$ cat config.mk
export PLATFORM = sky130hd
export DESIGN_NAME = charger_control_registers_two_three
export DESIGN_NICKNAME = d
export VERILOG_FILES = /design/src/verilog/charger_ctrl_pkg.sv /design/src/verilog/charger_control_registers_two_three.sv
export VERILOG_INCLUDE_DIRS = /design/src /design/src/verilog
export SDC_FILE = /design/constraint.sdc
export NUM_CORES = 1
export LEC_CHECK = 0
export CAP_MARGIN = 20
export CORE_MARGIN = 4
export CORE_UTILIZATION = 45
export DETAILED_ROUTE_END_ITERATION = 8
export DONT_BUFFER_PORTS = 1
export GPL_ROUTABILITY_DRIVEN = 0
export GPL_TIMING_DRIVEN = 0
export PLACE_DENSITY = 0.7
export SYNTH_ARGS = -nofsm -noshare
export SYNTH_HDL_FRONTEND = slang
export SYNTH_SLANG_ARGS = --single-unit
$ cat constraint.sdc
create_clock -name i_clk -period 5.7 [get_ports i_clk]
set_clock_uncertainty 0.15 [all_clocks]
set_input_delay 0.285 -clock i_clk [delete_from_list [all_inputs] [get_ports i_clk]]
set_output_delay 0.285 -clock i_clk [all_outputs]
set_load 0.1 [all_outputs]
$ cat src/verilog/charger_ctrl_map.svh
`ifndef CHARGER_CTRL_MAP_SVH
`define CHARGER_CTRL_MAP_SVH

// Register addresses and reset values.
`define ADDR_CTRL_TWO      8'h06
`define ADDR_CTRL_THREE    8'h07
`define RST_CTRL_TWO       8'hE6
`define RST_CTRL_THREE     8'h4C

// Bit positions in the third control register.
`define B3_DETECT          7
`define B3_HALF            6
`define B3_OFF             5
`define B3_WITH_ADAPTER    4
`define B3_DELAY           3
`define B3_RST_EN          2

// Input overvoltage thresholds in mV: 5850, 6400, 11000, 14200.
`define OVP_MV_0           16'h16DA
`define OVP_MV_1           16'h1900
`define OVP_MV_2           16'h2AF8
`define OVP_MV_3           16'h3778

// Boost voltages in mV: 4600, 4750, 5000, 5150.
`define BOOST_MV_0         16'h11F8
`define BOOST_MV_1         16'h128E
`define BOOST_MV_2         16'h1388
`define BOOST_MV_3         16'h141E

// Input voltage floor: 3900 mV base, 100 mV per code step.
`define FLOOR_BASE_MV      16'h0F3C
`define FLOOR_STEP_MV      16'h0064
// Floor decoded from the reset code 0110 with tracking off: 4500 mV.
`define FLOOR_RST_MV       16'h1194

// Battery tracking offsets in mV: 200, 250, 300.
`define TRACK_MV_1         16'h00C8
`define TRACK_MV_2         16'h00FA
`define TRACK_MV_3         16'h012C

// Safety timer base durations in hours.
`define TIMER_HRS_SHORT    6'h0A
`define TIMER_HRS_LONG     6'h14

// Switch-off delay in seconds and the clock rate in Hz.
`define SWITCH_OFF_DELAY_S 10
`define CLK_HZ             100000000

`endif

$ cat src/verilog/charger_ctrl_pkg.sv
package charger_ctrl_pkg;

	// Second control register layout.
	typedef struct packed {
		logic [1:0] input_overvoltage_sel;
		logic [1:0] boost_voltage_sel;
		logic [3:0] input_voltage_floor;
	} ctrl_two_type;

	// Third control register layout.
	typedef struct packed {
		logic       force_source_detect;
		logic       timer_half_rate_en;
		logic       battery_switch_off;
		logic       sysreset_with_adapter;
		logic       battery_switch_off_delay;
		logic       full_sysreset_en;
		logic [1:0] floor_battery_track;
	} ctrl_three_type;

	// Analog settings presented to the regulation loops, in mV.
	typedef struct packed {
		logic [15:0] input_overvoltage_threshold;
		logic [15:0] boost_mv;
		logic [15:0] floor_mv;
	} settings_type;

endpackage : charger_ctrl_pkg

$ cat src/verilog/charger_control_registers_two_three.sv
`include "charger_ctrl_map.svh"

module charger_control_registers_two_three #(
	parameter int unsigned DELAY_CYCLES = `SWITCH_OFF_DELAY_S * `CLK_HZ
) (
	input  wire logic                        i_clk,
	input  wire logic                        i_srst,
	input  wire logic                        i_reg_reset,
	input  wire logic                        i_wdog_expire,
	input  wire logic                        i_wr_en,
	input  wire logic                        i_rd_en,
	input  wire logic [7:0]                  i_addr,
	input  wire logic [7:0]                  i_wr_data,
	input  wire logic                        i_detect_done,
	input  wire logic                        i_adapter_present,
	input  wire logic                        i_in_regulation,
	input  wire logic                        i_jeita_reduced,
	input  wire logic                        i_thermal_reg,
	input  wire logic                        i_timer_10h,
	input  wire logic [15:0]                 i_vbat_mv,
	output logic [7:0]                       o_rd_data,
	output charger_ctrl_pkg::settings_type   o_settings,
	output logic                             o_force_detect,
	output logic                             o_timer_half_rate,
	output logic [5:0]                       o_safety_hours,
	output logic                             o_battery_path_off,
	output logic                             o_sysreset_start
);
	import charger_ctrl_pkg::*;

	// Stored registers and their next values.
	ctrl_two_type   two_q;      // Second control register.
	ctrl_two_type   two_d;
	ctrl_three_type three_q;    // Third control register.
	ctrl_three_type three_d;
	logic [31:0]    cnt_q;      // Switch-off delay counter.
	logic [31:0]    cnt_d;

	// Address decode of the register port.
	wire logic      wr_two   = i_wr_en && (i_addr == `ADDR_CTRL_TWO);
	wire logic      wr_three = i_wr_en && (i_addr == `ADDR_CTRL_THREE);
	wire logic      reg_rst  = i_reg_reset;
	wire logic [7:0] rst3    = `RST_CTRL_THREE;

	// Second register: register reset, else host write, else hold.
	assign two_d = reg_rst  ? ctrl_two_type'(`RST_CTRL_TWO) :
	               wr_two   ? ctrl_two_type'(i_wr_data)     :
	               two_q;

	// Third register: the write lands first, then the watchdog restores
	// its three fields, then detection completion clears bit 7.
	wire logic [7:0] three_wr = wr_three ? i_wr_data : 8'(three_q);
	wire logic [7:0] three_wd = i_wdog_expire ?
		{rst3[7:6], three_wr[5:3], rst3[2], three_wr[1:0]} :
		three_wr;
	// A host write of 1 in the same cycle as completion keeps the bit set,
	// so a fresh request is not swallowed by the previous detection.
	wire logic det_clr = i_detect_done && !(wr_three && i_wr_data[7]);
	wire logic [7:0] three_nx = det_clr ?
		{1'b0, three_wd[6:0]} : three_wd;
	assign three_d = reg_rst ? ctrl_three_type'(rst3) :
	                 ctrl_three_type'(three_nx);

	// Delay counter runs only while switch-off is requested; clearing the
	// bit aborts a pending turn-off.
	wire logic cnt_done = (cnt_q == DELAY_CYCLES);
	assign cnt_d = !three_q.battery_switch_off ? 32'h0000_0000 :
	               cnt_done ? cnt_q : cnt_q + 32'h0000_0001;

	// Battery switch turns off at once, or after the delay.
	wire logic off_d = three_q.battery_switch_off &&
		(!three_q.battery_switch_off_delay || cnt_done);

	// Full reset starts once the switch is off, with the adapter present or absent as the stored bit selects.
	// Order of host writes (adapter bit first) is up to the host; the
	// stored adapter bit, checked every cycle, is what counts here.
	wire logic adapter_ok = three_q.sysreset_with_adapter ?
		i_adapter_present : !i_adapter_present;
	wire logic sysrst_d = three_q.full_sysreset_en &&
		three_q.battery_switch_off && o_battery_path_off && adapter_ok;

	// Safety timer slows when any reduced-rate condition holds.
	wire logic half_d = three_q.timer_half_rate_en &&
		(i_in_regulation || i_jeita_reduced || i_thermal_reg);
	wire logic [5:0] hrs_base = i_timer_10h ?
		`TIMER_HRS_SHORT : `TIMER_HRS_LONG;
	wire logic [5:0] hrs_d = half_d ? {hrs_base[4:0], 1'b0} : hrs_base;

	// Analog setting decodes.
	wire logic [15:0] ovp_mv =
		(two_q.input_overvoltage_sel == 2'h0) ? `OVP_MV_0 :
		(two_q.input_overvoltage_sel == 2'h1) ? `OVP_MV_1 :
		(two_q.input_overvoltage_sel == 2'h2) ? `OVP_MV_2 : `OVP_MV_3;
	wire logic [15:0] boost_mv =
		(two_q.boost_voltage_sel == 2'h0) ? `BOOST_MV_0 :
		(two_q.boost_voltage_sel == 2'h1) ? `BOOST_MV_1 :
		(two_q.boost_voltage_sel == 2'h2) ? `BOOST_MV_2 : `BOOST_MV_3;
	wire logic [15:0] floor_reg_mv = `FLOOR_BASE_MV +
		(16'(two_q.input_voltage_floor) * `FLOOR_STEP_MV);
	wire logic [15:0] track_off =
		(three_q.floor_battery_track == 2'h1) ? `TRACK_MV_1 :
		(three_q.floor_battery_track == 2'h2) ? `TRACK_MV_2 : `TRACK_MV_3;
	wire logic [15:0] track_mv = i_vbat_mv + track_off;
	// Tracking off means the register value alone sets the floor.
	wire logic [15:0] floor_mv =
		((three_q.floor_battery_track != 2'h0) && (track_mv > floor_reg_mv))
		? track_mv : floor_reg_mv;

	// Read mux; unmapped addresses read as zero.
	wire logic [7:0] rd_mux =
		(i_addr == `ADDR_CTRL_TWO)   ? 8'(two_q)   :
		(i_addr == `ADDR_CTRL_THREE) ? 8'(three_q) : 8'h00;

	// Configuration state; i_srst acts as a register reset too.
	always_ff @(posedge i_clk) begin
		if (i_srst) begin
			two_q   <= ctrl_two_type'(`RST_CTRL_TWO);
			three_q <= ctrl_three_type'(`RST_CTRL_THREE);
			cnt_q   <= 32'h0000_0000;
		end else begin
			two_q   <= two_d;
			three_q <= three_d;
			cnt_q   <= cnt_d;
		end
	end

	// Registered outputs.
	always_ff @(posedge i_clk) begin
		if (i_srst) begin
			o_rd_data          <= 8'h00;
			// Settings come out of reset already decoded from the reset
			// codes, so the loops never see a zero threshold after release.
			o_settings         <= '{`OVP_MV_3, `BOOST_MV_2, `FLOOR_RST_MV};
			o_force_detect     <= 1'b0;
			o_timer_half_rate  <= 1'b0;
			o_safety_hours     <= `TIMER_HRS_SHORT;
			o_battery_path_off <= 1'b0;
			o_sysreset_start   <= 1'b0;
		end else begin
			o_rd_data          <= i_rd_en ? rd_mux : o_rd_data;
			o_settings         <= '{ovp_mv, boost_mv, floor_mv};
			o_force_detect     <= three_q.force_source_detect &&
			                      i_adapter_present;
			o_timer_half_rate  <= half_d;
			o_safety_hours     <= hrs_d;
			o_battery_path_off <= off_d;
			o_sysreset_start   <= sysrst_d;
		end
	end

	// Register reset restores both registers whole.
	AST_REG_RESET: assert property (@(posedge i_clk) disable iff (i_srst)
		i_reg_reset |=> (8'(two_q) == 8'hE6) && (8'(three_q) == 8'h4C))
		else $error("register reset did not restore defaults");

	// Watchdog keeps bits 5, 4, 3, 1, 0 untouched.
	AST_WDOG_KEEP: assert property (@(posedge i_clk) disable iff (i_srst)
		(i_wdog_expire && !wr_three && !i_reg_reset) |=>
		(8'(three_q) & 8'h3B) == ($past(8'(three_q)) & 8'h3B))
		else $error("watchdog changed a register-reset-only bit");

	// Watchdog restores bits 7, 6, 2.
	AST_WDOG_RESTORE: assert property (@(posedge i_clk) disable iff (i_srst)
		(i_wdog_expire && !i_reg_reset) |=>
		!three_q.force_source_detect && three_q.timer_half_rate_en &&
		three_q.full_sysreset_en)
		else $error("watchdog did not restore its fields");

	// Completion clears the detect request.
	AST_DETECT_CLEAR: assert property (@(posedge i_clk) disable iff (i_srst)
		(i_detect_done && !(wr_three && i_wr_data[7])) |=>
		!three_q.force_source_detect)
		else $error("detect bit not cleared on completion");

	// Immediate mode turns the switch off one edge after the stored bit is seen.
	AST_IMMEDIATE_OFF: assert property (@(posedge i_clk) disable iff (i_srst)
		(three_q.battery_switch_off && !three_q.battery_switch_off_delay)
		|=> o_battery_path_off)
		else $error("switch not off in immediate mode");

	// Delayed mode holds the switch on for the first cycles.
	AST_DELAYED_OFF: assert property (@(posedge i_clk) disable iff (i_srst)
		($rose(three_q.battery_switch_off) && three_q.battery_switch_off_delay
		 && (DELAY_CYCLES > 2)) |=> !o_battery_path_off [*2])
		else $error("switch turned off before the delay");

	// No system reset while the enable is clear.
	AST_SYSRST_EN: assert property (@(posedge i_clk) disable iff (i_srst)
		!three_q.full_sysreset_en |=> !o_sysreset_start)
		else $error("system reset started while disabled");

	// Overvoltage decode at the reset code.
	AST_OVP: assert property (@(posedge i_clk) disable iff (i_srst)
		(two_q.input_overvoltage_sel == 2'h3) |=>
		(o_settings.input_overvoltage_threshold == 16'h3778))
		else $error("overvoltage threshold decode wrong");

	// Boost decode at the default code.
	AST_BOOST: assert property (@(posedge i_clk) disable iff (i_srst)
		(two_q.boost_voltage_sel == 2'h2) |=> (o_settings.boost_mv == 16'h1388))
		else $error("boost voltage decode wrong");

	// Floor never below the register value.
	AST_FLOOR: assert property (@(posedge i_clk) disable iff (i_srst)
		1'b1 |=> (o_settings.floor_mv >= $past(floor_reg_mv)))
		else $error("floor below register value");

	// Half rate doubles the safety timer duration.
	AST_HALF: assert property (@(posedge i_clk) disable iff (i_srst)
		(half_d && !i_timer_10h) |=> (o_safety_hours == 6'h28))
		else $error("half rate did not double the timer");

endmodule : charger_control_registers_two_three

# Yosys cells after proc, flatten, opt, wreduce, memory -nomap -nowiden
# Cells that the tools add are included.
# word_totals
output_inout_bits,66
ff_bits,111
word_cells,84
# classes
multipliers,1
add_sub_neg,3
reduce_logical,28
n_lt_le_gt_ge,1
n_bitwise,1
n_mux,16
eq_ne,9
# ops
op,count
"32-bit by 1-bit adder with 32-bit output, second input constant",1
"32-bit by 30-bit equality test with 1-bit output, second input constant",1
8-bit two-way mux,4
14-bit two-way mux,2
10-bit two-way mux,2
9-bit two-way mux,2
16-bit by 9-bit adder with 16-bit output,1
"8-bit by 3-bit equality test with 1-bit output, second input constant",2
16-bit by 13-bit > comparator with 1-bit output,1
16-bit two-way mux,1
"12-bit by 11-bit adder with 13-bit output, first input constant",1
13-bit two-way mux,1
1-bit logical AND,11
11-bit two-way mux,1
2-bit OR reduction,5
"4-bit by 5-bit multiplier with 9-bit output, second input constant",1
"2-bit by 1-bit equality test with 1-bit output, second input constant",3
"2-bit equality test, second input constant",3
6-bit two-way mux,1
3-bit OR reduction,2
5-bit two-way mux,1
2-bit logical NOT,2
4-bit OR reduction,1
1-bit logical NOT,3
other kinds (4),6

# Depth between registers and ports, before layout
# Gate-level depths: netlist (run 1).
# depth
depth_word,7
mapped_depth,18
mapped_depth_nobuf,17

# Least setup slack after synthesis (run 1)
# OpenSTA, ideal clock, no wires.
# synth_timing
kind,register -> register
start,reg two_q[0] in the netlist's numbering
end,reg o_settings[5] in the netlist's numbering
synth_period_minus_slack_ns,3.976
required_ns,5.429
slack_ns,1.724
path_stages_with_launch,17
arrival_ns,3.705
path_cell_list,dfxtp_1 > inv_1 > ha_1 > ha_1 > fa_1 > nand2_1 > nor2_1 > nor4b_1 > xor2_1 > ha_1 > and3_1 > nand3_1 > and2b_1 > a2bb2oi_1 > a31oi_4 > buf_6 > mux2_4
# synth_via
elab_chain_len,5
# synth_rtl
item,line_no,source
from (decl),charger_control_registers_two_three.sv:32,ctrl_two_type two_q;
from (signal assigned),charger_control_registers_two_three.sv:117,two_q <= ctrl_two_type'(`RST_CTRL_TWO);
from (signal assigned),charger_control_registers_two_three.sv:121,two_q <= two_d;
4-bit by 5-bit multiplier with 9-bit output (no source line) *,n/a,
12-bit by 11-bit adder with 13-bit output (no source line) *,n/a,
16-bit by 13-bit > comparator with 1-bit output,charger_control_registers_two_three.sv:106,((three_q.floor_battery_track != 2'h0) && (track_mv > floor_reg_mv))
1-bit logical AND,charger_control_registers_two_three.sv:106,
16-bit two-way mux *,charger_control_registers_two_three.sv:107,? track_mv : floor_reg_mv;
to (signal assigned),charger_control_registers_two_three.sv:133,"o_settings <= '{`OVP_MV_3, `BOOST_MV_2, `FLOOR_RST_MV};"
to (signal assigned),charger_control_registers_two_three.sv:141,"o_settings <= '{ovp_mv, boost_mv, floor_mv};"
to (decl),charger_control_registers_two_three.sv:22,"output charger_ctrl_pkg::settings_type o_settings,"
# Mark *: on every way between the ends. The rest lies on a longest branch, timed or not.
# A chain may end at the register's enable or synchronous reset.

# Worst setup path after layout (run 1)
# Same ends and word-level chain as after synthesis.

==> impl_metrics.toml, run 1 <==
[synth]
yosysSeqAreaShare = 0.363
syn_area_um2 = 5230
yosysTopAreaCell = "dfxtp_1"
synth_xor_xnor_area_share = 0.0801
synthSimpleGateAreaFrac = 0.240
yosysWarnings = 0
async_reset_ff_frac = 0
ys_seq_elements = 95
syn_inst = 587
synth-adder-area-share = 0.113
synth_compound_area_frac = 0.105
synth_edf_count = 0
ys.flop_type = "dfxtp_1"
synthTopCellsByArea = "dfxtp_1, ha_1, nor2_1"
synth_top_family_by_area = "simple AND/OR/NAND/NOR gates"
synth.distinct_cells = 68
synthMuxAreaShare = 0.0361
avgSynthCellArea_um2 = 8.92
synth_top_area_share = 0.363

[worst_setup_path]
worstPathArrival_ps = 4560
startpoint = "two_q[0]"
reg2reg_slack_ps = 1220
cp_slowest_cell = "fa_1"
end_kind = "register"
crit_end = "o_settings[5]"
cpPeakStageDelay_ps = 490
worstPathCellList = "inv_1 -> ha_1 -> ha_1 -> fa_1 -> nand2_1 -> nor2_1 -> nor4b_1 -> xor2_1 -> ha_1 -> o21ai_0 -> o21bai_1 -> a21oi_1 -> a2bb2oi_1 -> a31oi_4 -> buf_6 -> mux2_4"
rr_startpoint = "two_q[0]"
critPathKind = "register to register"
crit_path_start_kind = "register"
critPathMaxFanout = 10
rr_endpoint = "o_settings[5]"
reg2reg_depth = 16
worst-path-buf-inv = 2
crit_top_cell = "ha_1"
critical_path_cell_count = 16
crit_family = "adder cells"
required_ps = 5780

[detailed_routing]
wirelength_um = 11600
wl_per_cell_um = 15.0
firstDrtPassIters = 5
drtAntennaViolNets = 0
route.detailed.drc = 0
drt_iter0_markers = 178
avgViaCountPerCell = 5.23
vias = 4044

[power]
internal-power_mw = 1.10
seqPwrFrac = 0.462
p_leak_nw = 2.32
clockPowerShare = 0.445
swShare = 0.256
p_comb_frac = 0.093
p_switching_mw = 0.380
power_density_nw_per_um2 = 250
ir_drop_v = 0.000200

[sta]
fin_crit_sh = 0.786
hold_viol = 0
tns_ps = 0
finalSetupViolCount = 0
grt_setup_unrepaired = "no"
drv_slew = 0
min_period_ps = 4480
tightest_slew_ps = 1040
max_freq_mhz = 223
slew_headroom = 0.304

[floorplan]
dieArea_um2 = 13400
row_count = 39
io_pins = 110
start_util = 0.458
die_y_um = 116
core-area_um2 = 11400
die_width_um = 116

[clocking]
cts_num_sinks = 95
clkTransAtPathRegs_ps = 70
hold_buffers = 17
cts_buffers = 9
cts_tree = "built"
cts_max_level = 3
cts_setup_buffers = 0
cts.repair.resized = 0
root_buffer = "clkbuf_16"
clk_latency_ps = 340
clockBufferDepth = 2

[layout]
stdcell_area_um2 = 5950
nets = 715
drive_above_1_share = 0.106
area_growth_pct = 13.6
diodes = 0

[placement]
placed_cell_area_um2 = 5450
post-dp-hpwl_um = 9210
portBuffers = 0

[job]
drv_cap = 0

[worst_hold_path]
hold_path_class = "input port to register"
worstHoldPathCells = 3

[global_route]
grt_max_degree = 18
grt_antenna_before_repair = 0
grt_pass1_wl_um = 19600
grt_pass1_vias = 4033
grt_usage = 0.182
grt_overflow = 0

[outcome]
status = "finished, final reports clean"
==> state kept, by name, summed over array words and instances (netlist names) <==
signal,count
o_settings,31
two_q,8
o_safety_hours,4
o_rd_data,8
o_timer_half_rate,1
o_force_detect,1
o_sysreset_start,1
o_battery_path_off,1
three_q,8
cnt_q,32
==> through the flow <==
step | power, mW | hold WS [ps] | instances | util | setup slack [ps]
finish | 1.48 | 9.37 | 773 | 0.521 | 1220
global route | 1.54 | 4.62 | 773 | 0.521 | 970
CTS | 1.50 | 0.732 | 773 | 0.521 | 1230
detailed placement | 0.829 | 221 | 740 | 0.477 | 1270
global placement | 0.826 | 216 | 740 | 0.477 | 1320
floorplan | 0.811 | 214 | 597 | - | 1720
==> cells by family (layout without fill, tap and decap cells) <==
logic type	count (synthesis)	after routing
other	2	12
XOR/XNOR	47	47
AND/OR/NAND/NOR	241	241
adder cells (fa/ha/maj)	46	46
buffers and inverters	65	98
multiplexers	18	18
flip-flops	95	95
AO/OA/AOI/OAI	73	73
==> how the worst min path moves through the flow <==
stage                  startpoint           endpoint  slack, ps
finish                    i_rd_en       o_rd_data[1]          9
global route              i_rd_en       o_rd_data[7]          5
CTS                       i_rd_en       o_rd_data[1]        0.7
detailed placement  i_wdog_expire         three_q[7]        220
global placement    i_wdog_expire         three_q[7]        220
floorplan             i_timer_10h  o_safety_hours[5]        210
==> metal layers <==
| layer | wire length [um] | part of all wire | vias to the layer above | GRT usage |
|---|---|---|---|---|
| li1 | - | - | 2051 | - |
| met1 | 5100 | 0.44 | 1884 | 0.232 |
| met2 | 5650 | 0.49 | 93 | 0.301 |
| met3 | 645 | 0.056 | 16 | 0.0428 |
| met4 | 208 | 0.018 | 0 | 0.0642 |
| met5 | 0 | 0 | - | 0 |
==> synth_stat cells, drive strengths merged, types with 2 or more instances <==
cell,number
dfxtp,95
nor2,77
ha,44
nand2,40
a21oi,29
inv,29
xor2,27
buf,24
xnor2,20
nand3,19
nor2b,17
nand4,16
mux2i,14
nor3,13
and3,12
clkbuf,12
o21ai,12
o211ai,7
or2,7
nor4,6
or3,6
nand2b,5
nor4b,5
mux2,4
nor3b,4
o21bai,4
a31oi,3
and2,3
and4,3
nand3b,3
o21a,3
a211o,2
a211oi,2
a21o,2
conb,2
fa,2
o31ai,2
or4,2
==> tightest hold or removal path, delay by kind of cell <==
family / cells / cell delay (ps)
compound gates: 1 / 100
simple gates: 2 / 70
==> cell type report <==
class | instances | area [um^2]
Fill cell | 1066 | 5470
Buffer | 36 | 215
Timing Repair Buffer | 17 | 170
Clock buffer | 10 | 229
Clock inverter | 6 | 97.6
Inverter | 29 | 109
Sequential cell | 95 | 1900
Multi-Input combinational cell | 437 | 3050
Tap cell | 143 | 179
==> power groups by stage <==
stage | registers, mW | logic [mW] | clock network (mW)
floorplan | 0.702 | 0.110 | 0
global placement | 0.702 | 0.124 | 0
global route | 0.687 | 0.149 | 0.708
CTS | 0.687 | 0.137 | 0.676
detailed placement | 0.702 | 0.127 | 0
finish | 0.687 | 0.138 | 0.660
==> cells in the final DEF (no fill, tap or decap), types with 3 or more instances in the layout <==
cell,synthesis,layout
o21ai_0,12,12
nor2b_1,17,17
buf_1,3,3
nor3b_1,4,4
buf_4,19,19
dfxtp_1,95,95
dlygate4sd3_1,0,17
a21oi_4,3,3
nand3b_1,3,3
o211ai_1,6,6
nand4_1,14,14
a21oi_1,25,25
nor4b_1,5,5
clkbuf_1,12,13
nand2b_1,5,5
inv_1,29,29
and4_1,3,3
nor2_1,76,76
xnor2_1,19,19
or3_1,6,6
o21bai_1,4,4
conb_1,2,12
o21a_1,3,3
nand3_1,19,19
mux2i_1,14,14
nor3_1,12,12
xor2_1,27,27
clkbuf_16,0,9
nand2_1,39,39
and3_1,10,10
nor4_1,5,5
or2_2,7,7
ha_1,44,44
No activity file was read; power rests on OpenSTA's default activity.
==> inputs of run 2 (changes only) <==
- ABC_AREA: default -> 1
- PLACE_DENSITY: 0.7 -> 0.72
- clock period: 5.7 -> 3.7 ns (I/O delays scaled with it)
==> run 2 against run 1 <==
Cell area is 7.5% higher. First-iteration DRC count rose by 34%. Area after synthesis is 0.22% higher. Register-to-register slack got worse by 1100 ps. Fmax is 26% higher. Global-route usage is 1.5 points higher. Power increased by 62%. Setup slack lost 1100 ps. Cell count rose by 15%. Utilization grew 3.9 points. Hold slack better by 8.1 ps. Critical path type unchanged. Highest routed layer unchanged.
==> impl_metrics.toml, run 2 <==
[layout]
final_common_cell = "nand2_1"
nets = 831
instances_no_fill = 889
fill_cells = 1038
drive_above_1_share = 0.172
largest-register = "cnt_q"
diodes = 0
post-route-util = 0.560
largest_register_ffs = 32
layout_common_cells = "nand2_1, inv_1, dfxtp_1, nor2_1, a21oi_1"
area_growth_pct = 21.9
top_regs = "cnt_q (32), o_settings (31)"

[sta]
max_freq_mhz = 281
setup_ws_ps = 141
drv_slew = 0
slew_headroom = 0.319
tns_ps = 0
min_period_ps = 3560
finalSetupViolCount = 0
hold_viol = 0
tightest_slew_ps = 1020
fin_crit_sh = 0.962

[worst_hold_path]
worstHoldPathCells = 2
hold_path_class = "input port to register"
hp-start = "i_in_regulation"
hold_end = "o_safety_hours[5]"

[placement]
portBuffers = 0
dp.cells = 835
post-dp-hpwl_um = 10100
post-place-ws_ps = -300

[detailed_routing]
route.detailed.drc = 0
wl_per_cell_um = 15.1
drtAntennaViolNets = 0
firstDrtPassIters = 5
vias = 4657
avgViaCountPerCell = 5.24
wirelength_um = 13400
drt_iter0_markers = 239

[worst_setup_path]
crit_path_start_kind = "register"
worst-path-buf-inv = 4
reg2reg_depth = 25
reg2reg_slack_ps = 140
cpPeakStageDelay_ps = 360
crit_top_cell = "nand2_2"
cp_slowest_cell = "dfxtp_2"
worstPathArrival_ps = 3700
rr_endpoint = "o_settings[6]"
rr_startpoint = "three_q[1]"
required_ps = 3840
end_kind = "register"
critPathMaxFanout = 5
crit_family = "simple AND/OR/NAND/NOR gates"
critPathKind = "register to register"

[floorplan]
core-area_um2 = 11400
die_width_um = 116
start_util = 0.459
die_y_um = 116
dieArea_um2 = 13400
row_count = 39
io_pins = 110

[synth]
synth_edf_count = 0
synthTopCellsByArea = "dfxtp_1, ha_1, nand2_1"
yosysMostFrequentCell = "nand2_1"
yosysSeqAreaShare = 0.363
syn_inst = 682
yosysTopAreaCell = "dfxtp_1"
synth.distinct_cells = 47
ys.flop_type = "dfxtp_1"
syn_area_um2 = 5250
async_reset_ff_frac = 0
avgSynthCellArea_um2 = 7.69
synthTopCellsByCount = "nand2_1, inv_1, dfxtp_1"
ys_seq_elements = 95
yosysWarnings = 0
synth_top_area_share = 0.363

[global_route]
grt_pass1_wl_um = 20900
grt_usage = 0.196
grt_antenna_before_repair = 0
grt_max_degree = 17
grt_pass1_vias = 4432
grt_overflow = 0

[power]
power_density_nw_per_um2 = 376
ir_drop_v = 0.000388
p_leak_nw = 2.85

[clocking]
clkTransAtPathRegs_ps = 70
cts_buffers = 9
cts_tree = "built"
root_buffer = "clkbuf_16"
cts_num_sinks = 95
cts_max_level = 3
clk_latency_ps = 350
clockBufferDepth = 2

[outcome]
status = "finished, final reports clean"

[job]
drv_cap = 0
[run 2: changes by cell type in the layout (fill, tap and decap cells not counted), moves of 12 or more]
cell and delta:
inv_1 +70, nand2_1 +67, nor2_1 -22, nor2b_1 -17
o21ai_0 +17, buf_4 +14, mux2i_1 -14, xnor2_1 -14
nand3_1 +13, ha_1 -12
[run 2: kinds of logic (layout without fill, tap and decap cells)]
logic type | after synthesis | count (layout) | share of synthesized area
compound gates | 103 | 103 | 0.116
xor+xnor | 26 | 26 | 0.0434
fa+ha+maj | 46 | 46 | 0.113
buf+inv | 141 | 195 | 0.118
flops | 95 | 95 | 0.363
other cells | 2 | 12 | 0.00143
simple gates | 269 | 269 | 0.246
[run 2: worst max path at each step]
stage	start	endpoint	depth (start not counted)
after floorplan	three_q[0]	o_settings[6]	26
after global placement	two_q[0]	o_settings[7]	24
after detailed placement	three_q[0]	o_settings[7]	24
after CTS	two_q[1]	o_settings[7]	23
after global routing	three_q[1]	o_settings[6]	25
final	three_q[1]	o_settings[6]	25
[run 2: final cells by class]
| cell class | instances | area (um^2) | share of cell area |
|---|---|---|---|
| clock inverters | 6 | 115 | 0.0180 |
| plain buffers | 30 | 200 | 0.0313 |
| flip-flops and latches | 95 | 1910 | 0.299 |
| inverters | 111 | 424 | 0.0664 |
| repair buffers | 38 | 345 | 0.0540 |
| multi-input cells | 456 | 2990 | 0.467 |
| well taps | 143 | 179 | 0.0280 |
| clock buffers | 10 | 229 | 0.0358 |
[run 2: worst reg2reg max path, cell delays in order, from the launching register on]
cell and delay [ps]:
dfxtp_2 360, inv_2 70, ha_4 290, ha_2 310
a21oi_2 210, nor2_1 80, nor2_1 140, nand2_2 80
nand2_1 70, inv_1 40, or2_2 270, nand2_2 90
inv_2 50, ha_4 270, nand2_2 60, o21a_1 180
nand2_1 60, nand2_1 40, nand2_1 70, nand2_2 60
nand3_4 110, nand2_4 70, buf_6 140, nand2_2 60
nand2_2 50, nor2_2 130
[run 2: report_power, final]
part           switching [mW]  total (mW)  internal, mW
registers              0.0653        1.09          1.03
clock network           0.407        1.07         0.667
logic                   0.154       0.236        0.0821
[run 2: metal layers]
layer | up-vias | global-route usage | part of all wire
met5 | - | 0 | 0
met4 | 0 | 0.0882 | 0.026
met3 | 29 | 0.0632 | 0.076
met2 | 148 | 0.323 | 0.48
met1 | 2170 | 0.234 | 0.41
li1 | 2310 | - | -
[run 2: repair_timing]
item	CTS	global route
pin swaps	2	12
hold endpoints to repair	37	1
gates resized for setup	20	40
hold buffers	23	1
setup endpoints to repair	16	16
buffers inserted	2	11
cloned	0	1
[run 2: stage by stage]
stage / cell area, um^2 / power (mW) / hold slack (ps)
6_report: 6390 / 2.40 / 17.5
5_1_grt: 6390 / 2.50 / 45.1
4_1_cts: 6130 / 2.41 / 8.38
3_5_place_dp: 5460 / 1.31 / 119
3_3_place_gp: 5460 / 1.30 / 116
2_1_floorplan: 5280 / 1.28 / 114
==> inputs of run 3 (changes only) <==
- CORE_UTILIZATION: 45 -> 56
- PLACE_DENSITY: 0.72 -> 0.84
==> run 3 against run 2 <==
The flow now finishes with violations (setup timing). Clock power is 34% lower. Hold slack better by 37 ps. Non-clock buffer count is 5 higher. Utilization is 12 points higher. Critical path depth is 3 lower. Combinational power is 5% higher. Flip-flop and latch count stayed put. Cell area is 1.7% lower. Global-route usage is 4.2 points higher. Highest routed layer unchanged.
==> impl_metrics.toml, run 3 (same netlist as run 2, synthesis figures left out) <==
[placement]
post-dp-hpwl_um = 9690
placed_cell_area_um2 = 5420
dp.cells = 803
portBuffers = 0

[power]
power_density_nw_per_um2 = 325
clockPowerShare = 0.344
ir_drop_v = 0.000238
p_leak_nw = 2.80
p_comb_frac = 0.121
internal-power_mw = 1.38
seqPwrFrac = 0.535
swShare = 0.323
p_switching_mw = 0.660
finalPower_mw = 2.04

[floorplan]
die_width_um = 105
dieArea_um2 = 11000
start_util = 0.570
core-area_um2 = 9200
io_pins = 110
die_y_um = 105
row_count = 35

[detailed_routing]
firstDrtPassIters = 5
avgViaCountPerCell = 5.84
drtAntennaViolNets = 0
drt_iter0_markers = 499
wirelength_um = 14600
route.detailed.drc = 0
wl_per_cell_um = 16.9
vias = 5030

[worst_setup_path]
critPathMaxFanout = 6
critPathKind = "register to register"
required_ps = 3850
worstPathArrival_ps = 3880
crit_path_start_kind = "register"
end_kind = "register"
reg2reg_slack_ps = -20

[sta]
tns_ps = -22.8
setup_ws_ps = -22.8
min_period_ps = 3720
hold_viol = 0
drv_slew = 0
tightest_slew_ps = 1010
slew_headroom = 0.324
max_freq_mhz = 269
finalSetupViolCount = 1
fin_crit_sh = 1.01

[layout]
instances_no_fill = 862
stdcell_area_um2 = 6280
top_regs = "cnt_q (32), o_settings (31)"
diodes = 0
fill_cells = 657
drive_above_1_share = 0.170
layout_common_cells = "nand2_1, inv_1, dfxtp_1, nor2_1, a21oi_1"
largest_register_ffs = 32
final_common_cell = "nand2_1"
area_growth_pct = 19.8
largest-register = "cnt_q"
nets = 836

[clocking]
clk_latency_ps = 370
cts_tree = "built"
clkTransAtPathRegs_ps = 110
root_buffer = "clkbuf_8"
cts_buffers = 9
cts_num_sinks = 95
clockBufferDepth = 2
cts_max_level = 3

[outcome]
violations = "setup timing"
status = "finished with violations"

[global_route]
grt_max_degree = 21
grt_usage = 0.239
grt_antenna_before_repair = 0
grt_pass1_vias = 4716
grt_overflow = 0
grt_pass1_wl_um = 21700

[worst_hold_path]
hold_path_class = "input port to register"

[job]
drv_cap = 0
[run 3: cell count changes in the layout (fill, tap and decap cells not counted), sizes merged]
cell         change
clkinvlp         +1
inv              +1
clkinv           +2
clkbuf           -1
bufinv           -3
dlygate4sd3      +6
buf              -1
[run 3: area by class of cell]
cell class / instances / area, um^2 / area share
multi-input cells: 456 / 2990 / 0.476
flip-flops and latches: 95 / 1920 / 0.305
inverters: 111 / 434 / 0.0691
repair buffers: 43 / 395 / 0.0629
plain buffers: 30 / 200 / 0.0319
well taps: 111 / 139 / 0.0221
clock buffers: 9 / 124 / 0.0197
clock inverters: 7 / 85.1 / 0.0135
[run 3: repair_timing]
action                                  CTS  global route
gates cloned                              1             0
setup buffers                             4             8
hold buffers                             30             0
pin swaps                                 4            17
resized for setup                        18            49
hold endpoints to repair                 47             0
endpoints found under the setup margin   16            16
[run 3: through the flow]
step / utilization / setup slack, ps / hold WS (ps)
floorplan: - / 181 / 114
global placement: 0.590 / -197 / 115
detailed placement: 0.590 / -293 / 118
CTS: 0.656 / 5.05 / 24.6
global route: 0.683 / -137 / 57.9
finish: 0.683 / -22.8 / 54.1
[run 3: power by group through the flow]
stage / Combinational, mW / Sequential (mW) / Clock [mW]
floorplan: 0.161 / 1.12 / 0
global placement: 0.182 / 1.12 / 0
detailed placement: 0.190 / 1.12 / 0
CTS: 0.220 / 1.10 / 0.708
global route: 0.266 / 1.09 / 0.759
finish: 0.248 / 1.09 / 0.702
[run 3: critical path: stages, from the launching register on]
cell     delay [ps]
dfxtp_4         370
inv_2            80
ha_1            290
inv_1            50
ha_1            200
ha_1            320
a31o_4          260
xnor2_4         200
nand4_1         270
ha_4            400
nand2_4          60
nor2_4          110
nand2_1          60
nand2_1          60
nand2_1          50
nand2_1          70
nand2_2          60
nand3_4         100
nand2_4          70
buf_6           140
nand2_2          70
nand2_1          50
nor2_1          140
[run 3: final timing paths]
path | start | endpoint | cells past startpoint
worst max-delay path | two_q[2] | o_settings[6] | 22
worst min-delay path | i_vbat_mv[9] | o_settings[9] | 4
worst max register to register | two_q[2] | o_settings[6] | 22
worst min register to register | three_q[7] | o_force_detect | 2
[run 3: per-layer routing]
metal  up-vias  track usage  wire [um]
met2       340        0.416       7050
li1       2326            -          -
met1      2299        0.282       5560
met5         -            0          0
met3        65       0.0624       1380
met4         0       0.0872        571
